### config.mk
export PLATFORM = sky130hd
export DESIGN_NAME = sdif_top
export DESIGN_NICKNAME = d
export VERILOG_FILES = /design/src/verilog/sdif_pkg.sv /design/src/verilog/sdif_bus_if.sv /design/src/verilog/sdif_top.sv /design/src/verilog/sdif_regs.sv
export SDC_FILE = /design/constraint.sdc
export NUM_CORES = 1
export LEC_CHECK = 0
export BUFFER_PORTS_ARGS = -buffer_cell sky130_fd_sc_hd__clkbuf_2
export CAP_MARGIN = 10
export CORE_MARGIN = 2
export CORE_UTILIZATION = 50
export DETAILED_ROUTE_END_ITERATION = 10
export PLACE_DENSITY = 0.84
export SLEW_MARGIN = 20
export SYNTH_ARGS = -nofsm -noshare
export SYNTH_HDL_FRONTEND = slang
export SYNTH_SLANG_ARGS = --single-unit
### constraint.sdc
create_clock -name i_clk -period 2.6 [get_ports i_clk]
set_input_delay 0.78 -clock i_clk [delete_from_list [all_inputs] [get_ports i_clk]]
set_output_delay 0.78 -clock i_clk [all_outputs]
set_load 0.02 [all_outputs]
### src/verilog/sdif_pkg.sv
// Contract
// - alarm clear input clears latched alarms and drops the alarm output.
// - alarms needing a power cycle stay active through alarm clear.
// - each input's active polarity follows its allocation option bit.
// - motor energize asserted puts the motor in current-applied state.
// - command hold during operation ignores commands, stops, keeps motor excited.
// - in position mode, pulses arriving under command hold are not counted.
// - four gain sets, chosen by the two gain-select inputs.
// - none valid set1, A only set2, B only set3, both set4.
package sdif_pkg;
    // =========================================================
    // register map (word byte addresses)
    // =========================================================
    localparam logic [3:0] sdif_adr_ctrl = 4'h0;
    localparam logic [3:0] sdif_adr_polarity = 4'h4;
    localparam logic [3:0] sdif_adr_status = 4'h8;
    localparam logic [3:0] sdif_adr_irq_stat = 4'hc;
    // addresses 0x10..0x18
    localparam logic [4:0] sdif_adr_irq_mask = 5'h10;
    localparam logic [4:0] sdif_adr_alarm_set = 5'h14;
    localparam logic [4:0] sdif_adr_pos_count = 5'h18;
    // =========================================================
    // field positions
    // =========================================================
    localparam int sdif_ctrl_pos_mode = 0;
    localparam int sdif_pol_clear = 0;
    localparam int sdif_pol_energize = 1;
    localparam int sdif_pol_hold = 2;
    localparam int sdif_pol_gain_a = 3;
    localparam int sdif_pol_gain_b = 4;
    localparam int sdif_n_inputs = 5;
    localparam int sdif_n_alarms = 8;
    localparam int sdif_irq_alarm = 0;
    localparam int sdif_irq_cleared = 1;
    localparam int sdif_irq_energize = 2;
    localparam int sdif_irq_gain = 3;
    localparam int sdif_n_irq = 4;
    // =========================================================
    // reset values
    // =========================================================
    localparam logic [7:0] sdif_rst_polarity = 8'h00;
    localparam logic [7:0] sdif_rst_power_cycle_class = 8'hf0;
    typedef enum logic [1:0] {sdif_gain1, sdif_gain2, sdif_gain3, sdif_gain4} sdif_gain_t;
    typedef enum {sdif_st_off, sdif_st_run, sdif_st_hold} sdif_motor_t;
endpackage

### src/verilog/sdif_bus_if.sv
`timescale 1ns/1ps
interface sdif_bus_if;
    logic [4:0] address;
    logic read;
    logic write;
    logic [31:0] writedata;
    logic [31:0] readdata;
    modport slave (input address, read, write, writedata, output readdata);
    modport master (output address, read, write, writedata, input readdata);
endinterface

### src/verilog/sdif_top.sv
// The placing of the registers and register access over Avalon-MM are this design's own decisions.
`timescale 1ns/1ps
module sdif_top (
    input wire logic i_clk,                   // 100 MHz clock
    input wire logic i_reset_n,               // async reset, active low
    input wire logic i_ce,                    // clock enable
    input wire logic [4:0] i_avs_address,     // byte address
    input wire logic i_avs_read,              // read strobe
    input wire logic i_avs_write,             // write strobe
    input wire logic [31:0] i_avs_writedata,  // write data
    output logic [31:0] o_avs_readdata,       // read data
    output logic o_avs_waitrequest,           // stall
    input wire logic i_alarm_clear_input,     // alarm clear pin
    input wire logic i_motor_energize_input,  // energize pin
    input wire logic i_command_hold_input,    // command hold pin
    input wire logic i_gain_select_a,         // gain select A pin
    input wire logic i_gain_select_b,         // gain select B pin
    input wire logic [7:0] i_alarm_events,    // alarm causes
    input wire logic i_cmd_valid,             // motion command strobe
    input wire logic [15:0] i_cmd_velocity,   // command velocity
    input wire logic i_pos_pulse,             // position pulse
    output logic o_alarm,                     // any alarm latched
    output logic o_current_on,                // motor excited
    output logic [15:0] o_velocity,           // applied velocity
    output logic [1:0] o_gain_set,            // active gain set
    output logic o_irq                        // interrupt
);
    sdif_bus_if bus ();
    logic [7:0] pol;
    logic pos_mode;
    logic [3:0] irq_mask;
    logic [7:0] alarm_class;
    logic [4:0] act;
    logic bus_done;

    // =========================================================
    // state
    // =========================================================
    typedef struct packed {
        logic [7:0] alarms;
        logic clear_prev;
        sdif_pkg::sdif_motor_t mode;
        logic [15:0] vel;
        logic [1:0] gain;
        logic [31:0] count;
        logic [3:0] irq;
        logic ack;
    } sdif_state_t;
    sdif_state_t s_r, s_nxt;

    // =========================================================
    // input polarity
    // =========================================================
    genvar g;
    generate
        for (g = 0; g < sdif_pkg::sdif_n_inputs; g++) begin : g_pol
            logic raw;
            if (g == sdif_pkg::sdif_pol_clear) begin : g_c
                assign raw = i_alarm_clear_input;
            end else if (g == sdif_pkg::sdif_pol_energize) begin : g_e
                assign raw = i_motor_energize_input;
            end else if (g == sdif_pkg::sdif_pol_hold) begin : g_h
                assign raw = i_command_hold_input;
            end else if (g == sdif_pkg::sdif_pol_gain_a) begin : g_a
                assign raw = i_gain_select_a;
            end else begin : g_b
                assign raw = i_gain_select_b;
            end
            assign act[g] = raw ^ pol[g];
        end
    endgenerate

    // =========================================================
    // registers
    // =========================================================
    assign bus.address = i_avs_address;
    assign bus.read = i_avs_read & ~s_r.ack;
    assign bus.write = i_avs_write & ~s_r.ack;
    assign bus.writedata = i_avs_writedata;
    assign bus_done = (i_avs_read | i_avs_write) & s_r.ack;

    sdif_regs u_regs (
        .i_clk(i_clk),
        .i_reset_n(i_reset_n),
        .i_ce(i_ce),
        .bus(bus),
        .i_status({20'h0, s_r.gain, s_r.mode == sdif_pkg::sdif_st_hold, o_current_on, s_r.alarms}),
        .i_irq_stat({28'h0, s_r.irq}),
        .i_count(s_r.count),
        .o_polarity(pol),
        .o_pos_mode(pos_mode),
        .o_irq_mask(irq_mask),
        .o_alarm_class(alarm_class)
    );

    // =========================================================
    // behaviour
    // =========================================================
    always_comb begin
        logic [sdif_pkg::sdif_n_irq-1:0] ev;
        ev = '0;
        s_nxt = s_r;
        s_nxt.ack = (i_avs_read | i_avs_write) & ~s_r.ack;
        s_nxt.clear_prev = act[sdif_pkg::sdif_pol_clear];
        if (act[sdif_pkg::sdif_pol_clear] && !s_r.clear_prev) begin
            s_nxt.alarms = s_r.alarms & alarm_class;
            ev[sdif_pkg::sdif_irq_cleared] = 1'b1;
        end
        s_nxt.alarms = s_nxt.alarms | i_alarm_events;
        if (|(i_alarm_events & ~s_r.alarms)) begin
            ev[sdif_pkg::sdif_irq_alarm] = 1'b1;
        end
        case (s_r.mode)
            sdif_pkg::sdif_st_off: begin
                s_nxt.vel = 16'h0;
                if (act[sdif_pkg::sdif_pol_energize]) begin
                    s_nxt.mode = sdif_pkg::sdif_st_run;
                    ev[sdif_pkg::sdif_irq_energize] = 1'b1;
                end
            end
            sdif_pkg::sdif_st_run: begin
                if (i_cmd_valid) begin
                    s_nxt.vel = i_cmd_velocity;
                end
                if (act[sdif_pkg::sdif_pol_hold]) begin
                    s_nxt.mode = sdif_pkg::sdif_st_hold;
                    s_nxt.vel = 16'h0;
                end
            end
            sdif_pkg::sdif_st_hold: begin
                s_nxt.vel = 16'h0;
                if (!act[sdif_pkg::sdif_pol_hold]) begin
                    s_nxt.mode = sdif_pkg::sdif_st_run;
                end
            end
            default: s_nxt.mode = sdif_pkg::sdif_st_off;
        endcase
        if (!act[sdif_pkg::sdif_pol_energize] && s_r.mode != sdif_pkg::sdif_st_off) begin
            s_nxt.mode = sdif_pkg::sdif_st_off;
            s_nxt.vel = 16'h0;
            ev[sdif_pkg::sdif_irq_energize] = 1'b1;
        end
        if (pos_mode && i_pos_pulse && !act[sdif_pkg::sdif_pol_hold]
                && s_r.mode == sdif_pkg::sdif_st_run) begin
            s_nxt.count = s_r.count + 32'h1;
        end
        s_nxt.gain = {act[sdif_pkg::sdif_pol_gain_b], act[sdif_pkg::sdif_pol_gain_a]};
        if (s_nxt.gain != s_r.gain) begin
            ev[sdif_pkg::sdif_irq_gain] = 1'b1;
        end
        if (bus.write && bus.address == {1'b0, sdif_pkg::sdif_adr_irq_stat}) begin
            s_nxt.irq = s_r.irq & ~i_avs_writedata[3:0];
        end
        s_nxt.irq = s_nxt.irq | ev;
    end

    always_ff @(posedge i_clk or negedge i_reset_n) begin
        if (!i_reset_n) begin
            s_r <= '{alarms: 8'h0, clear_prev: 1'b0, mode: sdif_pkg::sdif_st_off, vel: 16'h0,
                     gain: 2'h0, count: 32'h0, irq: 4'h0, ack: 1'b0};
        end else if (i_ce) begin
            s_r <= s_nxt;
        end
    end

    assign o_avs_readdata = bus.readdata;
    assign o_avs_waitrequest = (i_avs_read | i_avs_write) & ~bus_done;
    assign o_alarm = |s_r.alarms;
    assign o_current_on = s_r.mode != sdif_pkg::sdif_st_off;
    assign o_velocity = s_r.vel;
    assign o_gain_set = s_r.gain;
    assign o_irq = |(s_r.irq & irq_mask);
endmodule

### src/verilog/sdif_regs.sv
`timescale 1ns/1ps
module sdif_regs (
    input wire logic i_clk,              // clock
    input wire logic i_reset_n,          // async reset
    input wire logic i_ce,               // clock enable
    sdif_bus_if.slave bus,               // register access
    input wire logic [31:0] i_status,    // live status word
    input wire logic [31:0] i_irq_stat,  // sticky events
    input wire logic [31:0] i_count,     // pulse count
    output logic [7:0] o_polarity,       // polarity options
    output logic o_pos_mode,             // position mode
    output logic [3:0] o_irq_mask,       // interrupt mask
    output logic [7:0] o_alarm_class     // power-cycle class
);
    typedef struct packed {
        logic [7:0] pol;
        logic pos;
        logic [3:0] mask;
        logic [7:0] cls;
        logic [31:0] rd;
    } sdif_regs_t;
    sdif_regs_t q_r, q_nxt;
    always_comb begin
        q_nxt = q_r;
        if (bus.write) begin
            case (bus.address)
                {1'b0, sdif_pkg::sdif_adr_ctrl}: q_nxt.pos = bus.writedata[sdif_pkg::sdif_ctrl_pos_mode];
                {1'b0, sdif_pkg::sdif_adr_polarity}: q_nxt.pol = bus.writedata[7:0];
                sdif_pkg::sdif_adr_irq_mask: q_nxt.mask = bus.writedata[3:0];
                sdif_pkg::sdif_adr_alarm_set: q_nxt.cls = bus.writedata[7:0];
                default: q_nxt.pos = q_r.pos;
            endcase
        end
        case (bus.address)
            {1'b0, sdif_pkg::sdif_adr_ctrl}: q_nxt.rd = {31'h0, q_r.pos};
            {1'b0, sdif_pkg::sdif_adr_polarity}: q_nxt.rd = {24'h0, q_r.pol};
            {1'b0, sdif_pkg::sdif_adr_status}: q_nxt.rd = i_status;
            {1'b0, sdif_pkg::sdif_adr_irq_stat}: q_nxt.rd = i_irq_stat;
            sdif_pkg::sdif_adr_irq_mask: q_nxt.rd = {28'h0, q_r.mask};
            sdif_pkg::sdif_adr_alarm_set: q_nxt.rd = {24'h0, q_r.cls};
            sdif_pkg::sdif_adr_pos_count: q_nxt.rd = i_count;
            default: q_nxt.rd = 32'h0;
        endcase
    end
    always_ff @(posedge i_clk or negedge i_reset_n) begin
        if (!i_reset_n) begin
            q_r <= '{pol: sdif_pkg::sdif_rst_polarity, pos: 1'b0, mask: 4'h0,
                     cls: sdif_pkg::sdif_rst_power_cycle_class, rd: 32'h0};
        end else if (i_ce) begin
            q_r <= q_nxt;
        end
    end
    assign bus.readdata = q_r.rd;
    assign o_polarity = q_r.pol;
    assign o_pos_mode = q_r.pos;
    assign o_irq_mask = q_r.mask;
    assign o_alarm_class = q_r.cls;
endmodule

* Yosys cells after proc, flatten, opt, wreduce, memory -nomap -nowiden
Index checks and enable logic that the tools add are counted.
Word-level totals: flip-flop bits (word level) 149, latch bits 0, memory bits (writable) 0, ROM bits 0, output and inout port bits 54, word-level logic and storage cells 89, memories kept 0
Cells by class: $add $sub $neg 1, multipliers 0, div/mod/pow operators 0, magnitude comparators 0, eq/ne operators 15, shift operators 0, mux-type cells 16, bitwise logic cells 20, reduce and logical (&&, ||, !) cells 24
Operator list (number):
- 32-bit case mux with 7 select lines | 1
- 48-bit two-way mux | 2
- 32-bit case mux with 3 select lines | 1
- 32-bit by 2-bit == test with 1-bit output, second input constant | 2
- 32-bit two-way mux | 2
- 32-bit by 1-bit adder with 32-bit output, second input constant | 1
- 32-bit by 1-bit == test with 1-bit output, second input constant | 1
- 32-bit by 3-bit == test with 1-bit output, second input constant | 1
- 32-bit zero test | 1
- 16-bit case mux with 2 select lines | 1
- 32-bit nonzero test | 1
- 8-bit AND | 2
- 16-bit two-way mux | 1
- 8-bit OR reduction | 2
- 5-bit == test, second input constant | 3
- 3-bit AND reduction | 5
- 5-bit by 4-bit == test with 1-bit output, second input constant | 2
- 3-bit inequality test, second input constant | 3
- 4-bit AND | 2
- 8-bit two-way mux | 1
- 8-bit NOT | 1
- 8-bit OR | 1
- 1-bit logical AND | 6
- 1-bit two-way mux | 6
- other kinds (17) | 27

* Longest topological paths before layout
depth after elaboration 5, mapped depth 9

* Cells and area by module
From an unflattened synthesis, not the netlist that was laid out.
Second synthesis, totals: cells, all modules 613, area, all modules 6363.6 um2
By module, submodules not included:
- sdif_top | times used 1, cells each 347, area an instance 3517.1 um2, sequential area each 1651.6 um2
- sdif_regs | times used 1, cells each 266, area an instance 2846.5 um2, sequential area each 1331.3 um2

* Least setup slack after synthesis
No wires, ideal clock.
path type input port to flip-flop, start input i_motor_energize_input, end register s_r, in the netlist o_velocity[10], data arrival time 2.032 ns, data required time 2.521 ns, setup slack 0.489 ns, stages 7, path buffers 1, cell sequence xnor2_1 ha_1 nand2b_1 nor2_1 clkbuf_1 nand2_1 mux2i_1
Between the ends: cells in the longest elaborated chain, start to end 5, elaborated cells between the ends (all ways) 7, classes of those cells eq/ne (1); mux (1); bitwise (1); reduce/logical (4)
Ends and longest elaborated chain:
- start: declaration | line sdif_top.sv:14 | input wire logic i_motor_energize_input,
- 1-bit bitwise XOR * | line sdif_top.sv:69 | assign act[g] = raw ^ pol[g];
- 1-bit zero test * | line sdif_top.sv:138 | if (!act[sdif_pkg::sdif_pol_energize] && s_r.mode != sdif_pkg::sdif_st_off) begin
- 1-bit logical AND * | line sdif_top.sv:138
- 4-bit inequality test (no source line) / 3-bit nonzero test (equally long branches)
- 3-bit AND reduction (no source line)
- end signal: assignment | line sdif_top.sv:159 | s_r <= '{alarms: 8'h0, clear_prev: 1'b0, mode: sdif_pkg::sdif_st_off, vel: 16'h0,
- end signal: assignment | line sdif_top.sv:162 | s_r <= s_nxt;
- end: declaration | line sdif_top.sv:49 | sdif_state_t s_r, s_nxt;
Every way passes the cells marked *; elsewhere a longest branch is shown, timed or not. A chain may end at the register's enable or synchronous reset.

* Final worst setup path
start register s_r[89] (netlist bit), end output o_alarm
Between the ends: cells in the longest elaborated chain, start to end 1
Ends and longest elaborated chain:
- 8-bit OR reduction | line sdif_top.sv:168 | assign o_alarm = |s_r.alarms;
- end: declaration | line sdif_top.sv:22 | output logic o_alarm,
Every way passes these cells.

==> impl_metrics.sql <==
INSERT INTO impl_metrics (metric_group, metric, value, unit) VALUES
('layout', 'final_cell_count_no_fill', '828', ''),
('floorplanning', 'die_w', '112.6', 'um'),
('layout', 'mostFrequentLayoutCell', 'dfrtp_1', ''),
('route', 'dr.first_iter.drc_count', '312', ''),
('min_path', 'timing.hold.worst.class', 'input pin to async pin', ''),
('sta', 'timing.final.crit_period', '2147', 'ps'),
('floorplanning', 'fp.dieH', '112.6', 'um'),
('clock_tree', 'ctsHoldBuffers', '0', ''),
('status', 'status', 'finished clean', ''),
('global_routing', 'grt_pass1_wl', '22.24', 'mm'),
('layout', 'multi_input_area', '2421', 'sq um'),
('sta', 'final_min_period_over_clock_period', '0.8259', ''),
('layout', 'nFillCells', '916', ''),
('placed_design', 'gp_congestion', '0.9021', ''),
('clock_tree', 'postCtsSetupBuffers', '0', ''),
('synth', 'commonest_register_cell_after_synthesis', 'dfrtp_1', ''),
('synth', 'synthesis.instances', '582', ''),
('sta', 'max-slew-margin-rel', '0.6088', ''),
('placed_design', 'placement.cell_area', '6462', 'sq um'),
('global_routing', 'grt_use_total', '0.2239', ''),
('sta', 'rsz0062_at_grt', 'no', ''),
('layout', 'register_cell_area_after_layout', '2983', 'sq um'),
('layout', 'commonest_cells_after_routing_fill_and_taps_aside', 'dfrtp_1, clkbuf_2, nand2_1, inv_1, o22ai_1', ''),
('sta', 'post_route_worst_setup_slack', '452.7', 'ps'),
('sta', 'maxClockFrequency', '465.7', 'MHz'),
('setup_path', 'cp_data_arrival_time', '1370', 'ps'),
('route', 'totalWireLength', '13.48', 'mm'),
('clock_tree', 'numClockSinks', '119', ''),
('route', 'drc', '0', ''),
('layout', 'fin_nets', '748', ''),
('sta', 'final-max-slew-violation-count', '0', ''),
('global_routing', 'initial_antenna_violation_count', '0', ''),
('route', 'vias', '4544', ''),
('global_routing', 'grt_max_degree', '63', ''),
('clock_tree', 'ctsRootBufferMaster', 'clkbuf_16', ''),
('route', 'avgViaCountPerCell', '5.488', ''),
('placed_design', 'placed_cells', '796', ''),
('sta', 'clock-skew-final', '7.365', 'ps'),
('placed_design', 'pre_cts_slack', '166.2', 'ps'),
('floorplanning', 'dieArea', '12680', 'sq um'),
('placed_design', 'place.port_buffers', '102', ''),
('setup_path', 'critPathCaptureType', 'primary output', ''),
('clock_tree', 'ctsResizeCount', '0', ''),
('global_routing', 'overflow', '0', ''),
('synth', 'yosys_warnings', '0', ''),
('synth', 'ys_seq_elements', '119', ''),
('sta', 'number_of_endpoints_with_negative_hold_slack_in_the_final_report', '0', ''),
('synth', 'ys_types', '52', ''),
('clock_tree', 'cts_tree', 'yes', ''),
('clock_tree', 'cts.reportedPaths.clkPinSlew', '50', 'ps'),
('synth', 'synth_area', '5896', 'sq um'),
('run', 'drv.max_cap_violation_count', '0', ''),
('floorplanning', 'ios', '127', ''),
('route', 'drt_pass1_iterations', '5', ''),
('power', 'pwr_density_cell', '769.8', 'nW/um^2'),
('clock_tree', 'clock_path_buffers', '2', ''),
('setup_path', 'crit_type', 'flip-flop to primary output', ''),
('floorplanning', 'number_of_standard_cell_rows_in_the_floorplan', '39', ''),
('synth', 'edff_count_synth', '0', ''),
('placed_design', 'dp_hpwl', '9.738', 'mm'),
('route', 'antenna_violating_nets_left', '0', ''),
('power', 'leakage', '3.358', 'nW'),
('synth', 'sequential_cell_area_fraction_in_the_yosys_report', '0.5059', ''),
('setup_path', 'critPathRequiredTime', '1820', 'ps'),
('power', 'ir_drop', '0.0005937', 'V'),
('synth', 'share_of_flip_flops_with_an_asynchronous_set_or_reset', '1.000', ''),
('sta', 'finalSetupViolations', '0', ''),
('sta', 'fin_setup_tns', '0', 'ps'),
('layout', 'final_layout_size_suffix_gt1_frac', '0.2774', ''),
('layout', 'area_growth_syn_to_layout', '19.91', '%'),
('floorplanning', 'placeableCoreArea', '11470', 'sq um'),
('setup_path', 'timing.critical_path.from_type', 'flip-flop', ''),
('clock_tree', 'ctsHtreeMaxLevel', '4', ''),
('floorplanning', 'initial_utilization', '0.5141', ''),
('setup_path', 'reg2reg_slack', '510', 'ps'),
('clock_tree', 'tritoncts_buffers', '17', ''),
('route', 'detail_route.wl_per_cell', '16.28', 'um'),
('layout', 'antenna_cells_inserted', '0', ''),
('synth', 'mappedNetlistNets', '658', ''),
('synth', 'synth_area_per_cell', '10.13', 'sq um'),
('sta', 'tightest_slew', '584.4', 'ps'),
('layout', 'final_area', '7069', 'sq um'),
('clock_tree', 'worstSkewPairLatency', '410', 'ps'),
('setup_path', 'cp_max_fo', '4', ''),
('global_routing', 'grt_pass1_vias', '4578', '');
-- layout make-up --
type	count	area share
clock inverter	13	0.02177
sequential	119	0.4219
inverter	63	0.03345
multi-input combinational	355	0.3425
tap	143	0.02531
clock buffer	19	0.06407
timing repair buffer	116	0.09097
-- metal layers --
layer  up-vias  global-route usage  wire length (um)
li1       2176                   -                 -
met1      2178              0.2797              5592
met2       172              0.3796              6861
met3        18             0.06210               840
met4         0             0.06992               187
met5         -                   0                 0
-- cell usage after synthesis (2+ instances only) --
library cell | instances | area share
buf_4 | 20 | 0.025
inv_1 | 63 | 0.040
nand2b_1 | 2 | 0.0021
nand2_1 | 73 | 0.046
dfstp_2 | 4 | 0.018
nor4_1 | 10 | 0.011
xnor2_1 | 23 | 0.034
a22oi_1 | 6 | 0.0076
a22o_1 | 3 | 0.0045
nand4_1 | 13 | 0.014
nor4_2 | 2 | 0.0042
buf_2 | 8 | 0.0068
o21ai_0 | 13 | 0.011
mux2_2 | 26 | 0.050
nor2b_1 | 2 | 0.0021
a21oi_1 | 4 | 0.0034
o21a_1 | 2 | 0.0025
buf_1 | 2 | 0.0013
or4_1 | 2 | 0.0025
mux2i_1 | 24 | 0.041
and3_1 | 16 | 0.017
a31oi_1 | 4 | 0.0042
a2111oi_0 | 3 | 0.0045
o32ai_1 | 3 | 0.0045
ha_1 | 3 | 0.0064
and4b_1 | 2 | 0.0034
or3_1 | 2 | 0.0021
and2_1 | 3 | 0.0032
xor2_1 | 15 | 0.022
o22ai_1 | 33 | 0.035
nand3_1 | 24 | 0.020
or3b_2 | 2 | 0.0030
dfrtp_1 | 115 | 0.49
nor3_1 | 11 | 0.0093
and4_1 | 3 | 0.0045
nor2_1 | 12 | 0.0076
clkbuf_1 | 14 | 0.0089
-- cell families after synthesis --
family                   synth area share
AO/OA/AOI/OAI                     0.08553
XOR/XNOR                          0.05921
adder cells (fa/ha/maj)          0.006367
buffers and inverters             0.08340
flip-flops                         0.5059
multiplexers                      0.09041
AND/OR/NAND/NOR                    0.1691
-- path summary, 6_finish.rpt --
| kind | start | end | cells past startpoint |
|---|---|---|---|
| worst max-delay path | s_r[89]$_DFFE_PN0P_ | o_alarm | 3 |
| min in group i_clk | s_r[36]$_DFFE_PN0P_ | s_r[36]$_DFFE_PN0P_ | 1 |
| max in group asynchronous | i_reset_n | u_regs.o_alarm_class[5]$_DFFE_PN1P_ | 2 |
| worst max register to register | s_r[5]$_DFFE_PN0P_ | s_r[33]$_DFFE_PN0P_ | 5 |
| worst min register to register | s_r[36]$_DFFE_PN0P_ | s_r[36]$_DFFE_PN0P_ | 1 |
| worst min-delay path | i_reset_n | s_r[29]$_DFFE_PN0P_ | 1 |
-- worst max-delay path: stages, from the launching register on --
cell,delay [ps]
dfrtp_1,410
nor4_1,290
nand2_1,90
clkbuf_2,160
-- power by group --
| group | internal, mW | total [mW] | switching, mW |
|---|---|---|---|
| registers | 2.03 | 2.19 | 0.161 |
| logic | 0.349 | 0.887 | 0.538 |
| clock network | 1.55 | 2.37 | 0.822 |
-- sequential cells by signal (all words and copies together) (netlist names) --
name / cells
s_r: 48
u_regs.o_polarity: 8
o_velocity: 16
u_regs.bus.readdata: 32
u_regs.o_pos_mode: 1
u_regs.o_irq_mask: 4
u_regs.o_alarm_class: 8
o_gain_set: 2
-- per-stage QoR --
step / util / hold WS, ps / power (mW)
after detailed placement: 0.5636 / 465.6 / 3.101
after floorplan: - / 445.2 / 2.859
final: 0.6165 / 363.6 / 5.442
after CTS: 0.6165 / 372.9 / 5.474
after global routing: 0.6165 / 387.9 / 5.678
after global placement: 0.5636 / 464.7 / 3.053
No activity file was read; power rests on OpenSTA's default activity.
